`config.mk`:
```
export PLATFORM = sky130hd
export DESIGN_NAME = swd_watchdog
export DESIGN_NICKNAME = d
export VERILOG_FILES = /design/src/swd_pkg.sv /design/src/swd_tick_if.sv /design/src/swd_prescaler.sv /design/src/swd_watchdog.sv
export SDC_FILE = /design/constraint.sdc
export NUM_CORES = 1
export LEC_CHECK = 0
export ABC_AREA = 1
export BUFFER_PORTS_ARGS = -buffer_cell sky130_fd_sc_hd__buf_2
export CAP_MARGIN = 20
export CELL_PAD_IN_SITES_DETAIL_PLACEMENT = 0
export CELL_PAD_IN_SITES_GLOBAL_PLACEMENT = 1
export CORE_ASPECT_RATIO = 2
export CORE_MARGIN = 2
export CORE_UTILIZATION = 49
export CTS_CLUSTER_DIAMETER = 60
export CTS_CLUSTER_SIZE = 14
export DETAILED_ROUTE_END_ITERATION = 7
export PLACE_DENSITY_LB_ADDON = 0.1
export SYNTH_ARGS = -nofsm -noshare
export SYNTH_HDL_FRONTEND = slang
export SYNTH_HIERARCHICAL = 1
export SYNTH_SLANG_ARGS = --single-unit
```
`constraint.sdc`:
```
create_clock -name ref_clk_i -period 7.5 [get_ports ref_clk_i]
set_input_delay 0.375 -clock ref_clk_i [delete_from_list [all_inputs] [get_ports ref_clk_i]]
set_output_delay 0.375 -clock ref_clk_i [all_outputs]
set_load 0.005 [all_outputs]
```
`src/swd_pkg.sv`:
```
// Package with constants and types for the system watchdog
//
// Functional notes
// [RL1] On countdown expiry, assert the system reset output.
// [RL2] Software initializes the watchdog before any other operation.
// [RL3] Accept a timeout in seconds, loaded before start.
// [RL4] Timeouts 0 to 255 count in one-second steps.
// [RL5] Above 255, count minutes equal to seconds divided by 60 plus one.
// [RL6] Start begins counting down from the loaded timeout.
// [RL7] Software reloads or stops the watchdog before each expiry.
// [RL8] Reload restores the countdown to the last loaded timeout.
// [RL9] Stop halts counting; no expiry until started again.
// [RL10] Each operation reports success or failure to software.
`default_nettype none
package swd_pkg;
	// Clock rate and base tick
	localparam int unsigned CLK_HZ           = 200_000_000;
	localparam int unsigned TICK_SEC_NS      = 1_000_000_000;
	localparam int unsigned CLK_PERIOD_NS    = 1_000_000_000 / CLK_HZ;
	localparam int unsigned SEC_CYCLES       = TICK_SEC_NS / CLK_PERIOD_NS;
	localparam int unsigned SECS_PER_MIN     = 60;
	// Timeout encoding
	localparam int unsigned TIMEOUT_W        = 32;
	localparam int unsigned COUNT_W          = 32;
	localparam logic [TIMEOUT_W-1:0] SEC_RES_MAX = 32'h0000_00ff;
	// Operation codes
	typedef enum logic [2:0] {
		SWD_OP_INIT   = 3'h0,
		SWD_OP_LOAD   = 3'h1,
		SWD_OP_START  = 3'h2,
		SWD_OP_RELOAD = 3'h3,
		SWD_OP_STOP   = 3'h4
	} swd_op_e;
	// Controller states
	typedef enum logic [1:0] {
		SWD_ST_UNINIT,
		SWD_ST_IDLE,
		SWD_ST_RUN,
		SWD_ST_EXPIRED
	} swd_state_e;
endpackage
`default_nettype wire

```
`src/swd_tick_if.sv`:
```
// Interface between controller and tick prescaler
`default_nettype none
interface swd_tick_if;
	logic run;
	logic restart;
	logic minute_res;
	logic tick;
	modport ctrl (output run, output restart, output minute_res, input tick);
	modport gen  (input run, input restart, input minute_res, output tick);
endinterface
`default_nettype wire

```
`src/swd_prescaler.sv`:
```
// Prescaler making one-second or one-minute ticks
`default_nettype none
module swd_prescaler (
	// Clock and reset
	input  wire logic ref_clk_i,
	input  wire logic sys_rst_i,
	// Controller link
	swd_tick_if.gen   tk
);
	logic [31:0] cyc_q, cyc_d;
	logic [5:0]  sec_q, sec_d;
	logic        tick_q, tick_d;

	assign tk.tick = tick_q;

	// Next prescaler values
	always_comb begin
		cyc_d  = cyc_q;
		sec_d  = sec_q;
		tick_d = 1'b0;
		if (!tk.run || tk.restart) begin
			cyc_d = '0;
			sec_d = '0;
		end else if (cyc_q == 32'(swd_pkg::SEC_CYCLES - 1)) begin
			cyc_d = '0;
			if (!tk.minute_res) begin
				tick_d = 1'b1; // [RL4]
			end else if (sec_q == 6'(swd_pkg::SECS_PER_MIN - 1)) begin
				sec_d  = '0;
				tick_d = 1'b1; // [RL5]
			end else begin
				sec_d = sec_q + 6'h01;
			end
		end else begin
			cyc_d = cyc_q + 32'h1;
		end
	end

	// Prescaler registers
	always_ff @(posedge ref_clk_i or posedge sys_rst_i) begin
		if (sys_rst_i) begin
			cyc_q  <= '0;
			sec_q  <= '0;
			tick_q <= 1'b0;
		end else begin
			cyc_q  <= cyc_d;
			sec_q  <= sec_d;
			tick_q <= tick_d;
		end
	end
endmodule
`default_nettype wire

```
`src/swd_watchdog.sv`:
```
// System watchdog top: operation port, countdown and reset output
`default_nettype none
module swd_watchdog (
	// Clock and reset
	input  wire logic        ref_clk_i,
	input  wire logic        sys_rst_i,
	// Operation request
	input  wire logic        op_valid_i,
	input  wire logic [2:0]  op_code_i,
	input  wire logic [31:0] op_timeout_i,
	// Operation answer
	output logic             op_done_o,
	output logic             op_ok_o,
	// Status and system reset
	output logic             running_o,
	output logic             sys_reset_req_o
);
	// Link to the tick prescaler
	swd_tick_if tk ();

	// Controller state and running countdown
	swd_pkg::swd_state_e st_q, st_d;
	logic [31:0]         cnt_q, cnt_d;
	logic                actres_q, actres_d;

	// Last loaded timeout and its resolution
	logic [31:0]         init_q, init_d;
	logic                minres_q, minres_d;
	logic                loaded_q, loaded_d;

	// Answer and system reset request
	logic                done_q, done_d;
	logic                ok_q, ok_d;
	logic                rst_q, rst_d;

	// Decoded request of this cycle
	logic                accept;
	logic                do_init;
	logic                do_load;
	logic                do_start;
	logic                do_reload;
	logic                do_stop;
	logic                restart;
	logic                expire;

	// Initialised and not expired
	function automatic logic swd_armed(input swd_pkg::swd_state_e st);
		return (st == swd_pkg::SWD_ST_IDLE) || (st == swd_pkg::SWD_ST_RUN);
	endfunction

	// Success of a request in a given state
	// Only init is taken before init or after expiry
	// Unknown codes always fail and change nothing
	function automatic logic swd_accept(
		input swd_pkg::swd_state_e st,
		input logic [2:0]          code,
		input logic                loaded
	);
		logic ok;
		ok = 1'b0;
		case (code)
			swd_pkg::SWD_OP_INIT:   ok = (st != swd_pkg::SWD_ST_RUN);
			swd_pkg::SWD_OP_LOAD:   ok = swd_armed(st); // [RL2]
			swd_pkg::SWD_OP_START:  ok = (st == swd_pkg::SWD_ST_IDLE) && loaded;
			swd_pkg::SWD_OP_RELOAD: ok = (st == swd_pkg::SWD_ST_RUN);
			swd_pkg::SWD_OP_STOP:   ok = swd_armed(st);
			default:                ok = 1'b0; // [RL10]
		endcase
		return ok;
	endfunction

	// Coarse range: whole minutes, truncated, plus one
	function automatic logic [31:0] swd_minutes(input logic [31:0] secs);
		return secs / 32'(swd_pkg::SECS_PER_MIN) + 32'h1;
	endfunction

	// Second and minute tick source
	// Restarted on start and reload so a count never starts mid-second
	swd_prescaler swd_prescaler_inst (
		.ref_clk_i (ref_clk_i),
		.sys_rst_i (sys_rst_i),
		.tk        (tk)
	);

	// Request decode; one request per cycle
	// Refused requests decode to nothing
	assign accept    = op_valid_i && swd_accept(st_q, op_code_i, loaded_q);
	assign do_init   = accept && (op_code_i == swd_pkg::SWD_OP_INIT);
	assign do_load   = accept && (op_code_i == swd_pkg::SWD_OP_LOAD);
	assign do_start  = accept && (op_code_i == swd_pkg::SWD_OP_START);
	assign do_reload = accept && (op_code_i == swd_pkg::SWD_OP_RELOAD);
	assign do_stop   = accept && (op_code_i == swd_pkg::SWD_OP_STOP);
	assign restart   = do_start || do_reload;

	// Prescaler control
	assign tk.run        = (st_q == swd_pkg::SWD_ST_RUN);
	assign tk.restart    = restart;
	assign tk.minute_res = actres_q;

	// Outputs straight from registers, except running_o decoded from st_q
	assign op_done_o       = done_q;
	assign op_ok_o         = ok_q;
	assign running_o       = tk.run;
	assign sys_reset_req_o = rst_q;

	// Next loaded timeout
	// Init forgets the load; a load while running only
	// takes effect at the next start or reload
	always_comb begin
		init_d   = init_q;
		minres_d = minres_q;
		loaded_d = loaded_q;
		if (do_init) begin
			loaded_d = 1'b0;
		end else if (do_load) begin
			loaded_d = 1'b1;
			if (op_timeout_i <= swd_pkg::SEC_RES_MAX) begin
				minres_d = 1'b0;
				init_d   = op_timeout_i; // [RL3] [RL4]
			end else begin
				minres_d = 1'b1;
				init_d   = swd_minutes(op_timeout_i); // [RL5]
			end
		end
	end

	// Loaded timeout registers
	always_ff @(posedge ref_clk_i or posedge sys_rst_i) begin
		if (sys_rst_i) begin
			init_q   <= '0;
			minres_q <= 1'b0;
			loaded_q <= 1'b0;
		end else begin
			init_q   <= init_d;
			minres_q <= minres_d;
			loaded_q <= loaded_d;
		end
	end

	// Next state, countdown and active resolution
	// Resolution is latched with the count, so a load in flight
	// cannot stretch or shrink the running countdown
	// Reload or stop in the expiry cycle wins over expiry
	always_comb begin
		st_d     = st_q;
		cnt_d    = cnt_q;
		actres_d = actres_q;
		expire   = 1'b0;
		if (do_init) begin
			st_d = swd_pkg::SWD_ST_IDLE;
		end else if (do_start) begin
			st_d     = swd_pkg::SWD_ST_RUN;
			cnt_d    = init_q; // [RL6]
			actres_d = minres_q;
		end else if (do_reload) begin
			cnt_d    = init_q; // [RL8]
			actres_d = minres_q;
		end else if (do_stop) begin
			st_d = swd_pkg::SWD_ST_IDLE; // [RL9]
		end else if (st_q == swd_pkg::SWD_ST_RUN) begin
			if (cnt_q == '0) begin
				st_d   = swd_pkg::SWD_ST_EXPIRED;
				expire = 1'b1; // [RL1]
			end else if (tk.tick) begin
				cnt_d = cnt_q - 32'h1;
			end
		end
	end

	// State and countdown registers
	always_ff @(posedge ref_clk_i or posedge sys_rst_i) begin
		if (sys_rst_i) begin
			st_q     <= swd_pkg::SWD_ST_UNINIT;
			cnt_q    <= '0;
			actres_q <= 1'b0;
		end else begin
			st_q     <= st_d;
			cnt_q    <= cnt_d;
			actres_q <= actres_d;
		end
	end

	// Next answer: every request answered once, next cycle
	always_comb begin
		done_d = op_valid_i; // [RL10]
		ok_d   = accept; // [RL10]
	end

	// Answer registers
	always_ff @(posedge ref_clk_i or posedge sys_rst_i) begin
		if (sys_rst_i) begin
			done_q <= 1'b0;
			ok_q   <= 1'b0;
		end else begin
			done_q <= done_d;
			ok_q   <= ok_d;
		end
	end

	// Next system reset request
	// Held until init or reset; expiry wins if both fall together
	always_comb begin
		rst_d = rst_q;
		if (expire) begin
			rst_d = 1'b1; // [RL1]
		end else if (do_init) begin
			rst_d = 1'b0;
		end
	end

	// System reset request register
	always_ff @(posedge ref_clk_i or posedge sys_rst_i) begin
		if (sys_rst_i) begin
			rst_q <= 1'b0;
		end else begin
			rst_q <= rst_d;
		end
	end
endmodule
`default_nettype wire

```
==> results of run 1 <==
## final timing paths
kind | from | depth (start not counted) | slack, ps | end
worst max-delay path | op_timeout_i[29] | 100 | -3690 | init_q[16]
worst min-delay path | op_valid_i | 1 | 140 | op_done_o
worst max register to register | cnt_q[0] | 15 | 3940 | cnt_q[26]
worst min register to register | init_q[28] | 2 | 460 | init_q[28]
max in group asynchronous | sys_rst_i | 4 | 5910 | init_q[0]
min in group asynchronous | sys_rst_i | 3 | 530 | init_q[28]
## final cells by class
cell class / count / area, um2
clock buffers: 9 / 225
clock inverters: 7 / 118
fillers: 1647 / 5750
inverters: 227 / 880
multi-input cells: 1154 / 7410
flip-flops and latches: 111 / 2780
well taps: 262 / 328
repair buffers: 303 / 2330
## per-layer routing
metal	up-vias	wire, um
li1	5447	-
met1	5256	10200
met2	245	19100
met3	128	613
met4	0	2010
met5	-	0
## per-stage QoR
step                setup TNS, ps  setup WS [ps]  cells  area, um2
floorplan                  -60680          -2730   1514      10200
global placement           -93640          -3800   1945      11800
detailed placement         -96650          -3930   1945      11800
CTS                        -78200          -3190   2030      13100
global route              -113910          -4520   2073      14100
finish                     -93330          -3690   2073      14100
## sequential cells by signal, indices dropped and copies added, names as in the netlist
| register | flops |
|---|---|
| cnt_q | 32 |
| init_q | 32 |
| swd_prescaler_inst/cyc_q | 32 |
| swd_prescaler_inst/sec_q | 6 |
| st_q | 2 |
| actres_q | 1 |
| loaded_q | 1 |
| minres_q | 1 |
| op_done_o | 1 |
| op_ok_o | 1 |
| swd_prescaler_inst/tk.tick | 1 |
| sys_reset_req_o | 1 |
## cells by family after synthesis
| logic type | Yosys count | synth area share (%) |
|---|---|---|
| multiplexers | 2 | 0.227 |
| flip-flops | 111 | 28.1 |
| XOR/XNOR | 38 | 3.36 |
| buffers and inverters | 249 | 9.98 |
| AO/OA/AOI/OAI | 210 | 13.8 |
| adder cells (fa/ha/maj) | 6 | 0.758 |
| AND/OR/NAND/NOR | 898 | 43.9 |
## timing repair
action,in CTS,in global routing
resized for setup,137,144
pin swaps,74,97
hold endpoints to repair,15,0
setup endpoints to repair,27,27
buffers inserted,70,45
hold buffers,1,0
## cell usage in the layout, fill, tap and decap left out, drive strengths merged, types with 2 or more instances in the layout
cell type	n
nand2	459
buf	302
nor2	236
inv	227
nand3	145
o21ai	119
dfrtp	111
xor2	30
nand4	29
a21oi	28
o211ai	19
nor3	14
o21bai	14
clkbuf	9
xnor2	8
a22oi	6
ha	6
o221ai	5
nor4	4
nand3b	4
a31oi	4
o22ai	3
clkinv	3
bufinv	3
a21o	3
o311ai	3
or2	3
mux2	2
and2	2
nor3b	2
==> metrics, run 1 <==
Worst Hold Class=in -> reg; total CTS buffers=9; post-layout util=71.0%; Post-synth EDFFs=0; vias per cell=5.34; final worst path period share=149%; drt total wl=32.0 mm; Synth Register Bits=111; CTS tree=built; top cells by area in the synthesized netlist=dfrtp_1, nand2_1, nor2_1, inv_1, nand3_1; Detail Route Antenna Nets=0; clock sink total=111; clock latency at the later pin of the worst-skew pair=360 ps; Longest Clk Path Bufs=2; Worst path top cell family by delay=buffers and inverters; Final Max Slew Viols=0; Synth top cells by count=nand2_1, nor2_1, inv_1, nand3_1, dfrtp_1; f_max=89.4 MHz; Final WS setup=-3690 ps; CP most frequent cell=buf_4; core footprint=19,800 um2; syn avg cell area=6.54 um2; largest net degree at the start of global routing=58; leading area contributor after synthesis=dfrtp_1; ys flop type=dfrtp_1; GPL Wtd Cong=0.906; num ports=42; Initial DRC Count=392; Worst Path Buf+Inv=50; min cycle time layout=11,190 ps; Final Setup Violations=27; routed len/inst=15.4 um; Reg clk slew, reported paths=70 ps; antenna fix cells=0; HPWL after detailed placement=22.9 mm; std cell rows=73; count leader, synth=nand2_1; Synthesis Warnings=6; FFs w/ async S/R, synth=100%; vias=11,100; GRT Util Overall=28.9%; DRC viols=0; unrepaired setup endpoints after global routing=true; H-tree depth=3; Critical Path RT=7760 ps; met3 usage=2.35%; antenna violations before repair=0; synthesis-to-layout area growth=42.1%; met1 usage=24.8%; Die X-Extent=105 um; Synth Cell Area=9900 um2; vias in the first global route=11,000; Crit-path slowest cell=o31ai_4; I/O Buffers=41; WS Path Type=in -> reg; CP Launch Type=input port; clk root buf=clkbuf_16; TritonRoute pass-1 iters=5; worst slew pin tran=741 ps; Nets=1,850; Max-cap violations=0; M2 GR Usage=61.6%; Hold Worst Slack=142 ps; Post-Syn Instances=1,514; crit path DAT=11,450 ps; Slew headroom=50.6%; post-synthesis sequential area ratio=28.1%; Starting Density=50.0%; Largest stage delay, worst path=250 ps; global-route wire length before repair=49.9 mm; Final Hold Viols=0; Setup Skew=7.18 ps; post-synth top area share=28.1%; failing checks=negative setup slack; status=complete, but fails checks; layout cell share with drive strength beyond 1=38.5%; Die Y=205 um; crit-path max FO=7; Setup crit end kind=flop; GRT overflow=0; Post-Syn Nets=1,558; post-synth cell types=62; Die ar.=21,400 um2; Most Crowded Layer GR=met2
Power of run 1 is left out: the tool's default activity adds up to more than one toggle a clock period on the data nets, which glitch-free logic cannot reach.
==> run 2: changes to the inputs <==
--- a/config.mk
+++ b/config.mk
@@ -16,7 +16,7 @@
 export CTS_CLUSTER_DIAMETER = 60
 export CTS_CLUSTER_SIZE = 14
 export DETAILED_ROUTE_END_ITERATION = 7
-export PLACE_DENSITY_LB_ADDON = 0.1
+export PLACE_DENSITY_LB_ADDON = 0.05
 export SYNTH_ARGS = -nofsm -noshare
 export SYNTH_HDL_FRONTEND = slang
 export SYNTH_HIERARCHICAL = 1
==> run 2 against run 1 <==
Net effect:
- the flow still finishes with violations (negative setup slack)
- worst hold slack improved by 3.5 ps
- cell area decreased by 4.5%
- first-iteration DRC count decreased by 5.9%
- critical path depth increased by 7
- utilization decreased by 3.2 points
- clock skew increased by 1.4 ps
- clock-buffer cell count increased by 2
- sequential share of layout area increased by 0.92 points
- non-clock buffer count decreased by 36
==> metrics, run 2 (synthesis results as in run 1) <==
synthesis-to-layout area growth=35.7%; Longest Clk Path Bufs=2 (unchanged); Largest stage delay, worst path=240 ps (about the same); min cycle time layout=10,920 ps (-266 ps); cell count after placement=1,951 (+0.31%); H-tree depth=3 (unchanged); CP most frequent cell=nand2_4; drt total wl=28.8 mm (-10%); Final Max Slew Viols=0 (unchanged); Fin Setup TNS=-87,230 ps (+6100 ps); largest net degree at the start of global routing=73 (+26%); Setup Skew=8.60 ps (+1.42 ps); num ports=42 (unchanged); GPL Wtd Cong=0.891 (-1.7%); status=complete, but fails checks; layout cell share with drive strength beyond 1=35.2% (-3.3 points); worst slew pin tran=952 ps (+211 ps); global-route wire length before repair=47.4 mm (-4.9%); vias in the first global route=10,600 (-3.9%); vias=10,600 (-4.7%); clock sink total=111 (unchanged); clock latency at the later pin of the worst-skew pair=360 ps (about the same); Detail Route Antenna Nets=0 (unchanged); Max-cap violations=0 (unchanged); HPWL after detailed placement=21.6 mm (-5.6%); dpl cell area=11,800 um2 (+0.49%); Critical Path RT=7780 ps (+20 ps); most common cell after layout, fill and taps aside=nand2_1; Die Y=205 um (unchanged); unrepaired setup endpoints after global routing=true; WS Path Type=in -> reg; hold-fix buffer count after cts=0 (-1); Crit-path slowest cell=o21bai_4; core footprint=19,800 um2 (unchanged); GRT overflow=0 (unchanged); Largest regs=cnt_q x32, init_q x32, swd_prescaler_inst/cyc_q x32; Reg clk slew, reported paths=70 ps (about the same); Die ar.=21,400 um2 (unchanged); std cell rows=73 (unchanged); pre-CTS setup slack=-3690 ps (+236 ps); Slew headroom=36.5% (-14 points); most frequent cells in the layout=nand2_1, buf_4, inv_1; Final Setup Violations=27 (unchanged); I/O Buffers=41 (unchanged); post-route cell area=13,400 um2 (-4.5%); DRC viols=0 (unchanged); crit path DAT=11,200 ps (-250 ps); failing checks=negative setup slack; Worst Hold Class=in -> async; TritonRoute pass-1 iters=6 (+1); Nets=1,814 (-1.9%); total CTS buffers=9 (unchanged); antenna fix cells=0 (unchanged); CP Launch Type=input port; Initial DRC Count=369 (-5.9%); vias per cell=5.18 (-3.0%); Setup crit end kind=flop; fin cells=2,037 (-1.7%); Die X-Extent=105 um (unchanged); Final Hold Viols=0 (unchanged); CTS tree=built; clk root buf=clkbuf_16; routed len/inst=14.1 um (-8.4%); Starting Density=50.0% (unchanged); final worst path period share=146% (-3.5 points); Final WS setup=-3420 ps (+266 ps); antenna violations before repair=0 (unchanged); crit-path max FO=8 (+1); GRT Util Overall=26.9% (-1.9 points); f_max=91.6 MHz (+2.4%)
## run 2: cell types whose count changed in the layout (fill, tap and decap cells not counted), sizes merged
cell and delta:
clkbuf +2, buf -35, bufinv -2, inv -2, clkinvlp +2, dlygate4sd3 -1
## run 2: worst max-delay path, delay by kind of cell
family / cells / cell delay, ps
AO/OA/AOI/OAI: 16 / 2340
adder cells (fa/ha/maj): 1 / 140
buffers and inverters: 5 / 440
AND/OR/NAND/NOR: 85 / 7890
## run 2: metrics by stage
| step | utilization (%) | hold slack [ps] |
|---|---|---|
| 2_1_floorplan | - | 406 |
| 3_3_place_gp | 59.6 | 451 |
| 3_5_place_dp | 59.6 | 452 |
| 4_1_cts | 64.6 | 134 |
| 5_1_grt | 67.8 | 143 |
| 6_report | 67.8 | 145 |
## run 2: per-layer routing
layer | global-route usage [%] | share of wire [%] | vias up
met4 | 12.2 | 3.3 | 0
li1 | - | - | 5375
met3 | 2.42 | 2.2 | 69
met1 | 26.1 | 36 | 4933
met2 | 55.7 | 59 | 181
met5 | 0 | 0 | -
## run 2: layout make-up
class	count	area (um2)
Timing Repair Buffer	267	2020
Sequential cell	111	2780
Multi-Input combinational cell	1154	7140
Fill cell	1779	6380
Inverter	227	875
Tap cell	262	328
Clock inverter	5	65.1
Clock buffer	11	243
## run 2: repair_timing
item,4_1_cts,5_1_grt
endpoints found under the hold margin,0,0
buffers inserted,39,33
pin swaps,77,113
gates resized for setup,104,103
setup endpoints to repair,27,27
## run 2: worst paths after layout
path | endpoint | cells past startpoint | slack [ps] | start
min in group ref_clk_i | op_done_o | 1 | 150 | op_valid_i
max | init_q[24] | 107 | -3420 | op_timeout_i[28]
max in group asynchronous | cnt_q[4] | 3 | 6580 | sys_rst_i
max reg2reg | cnt_q[26] | 15 | 4130 | cnt_q[0]
min reg2reg | init_q[28] | 2 | 470 | init_q[28]
min | swd_prescaler_inst/cyc_q[28] | 3 | 150 | sys_rst_i
Power of run 2 is left out for the same reason.
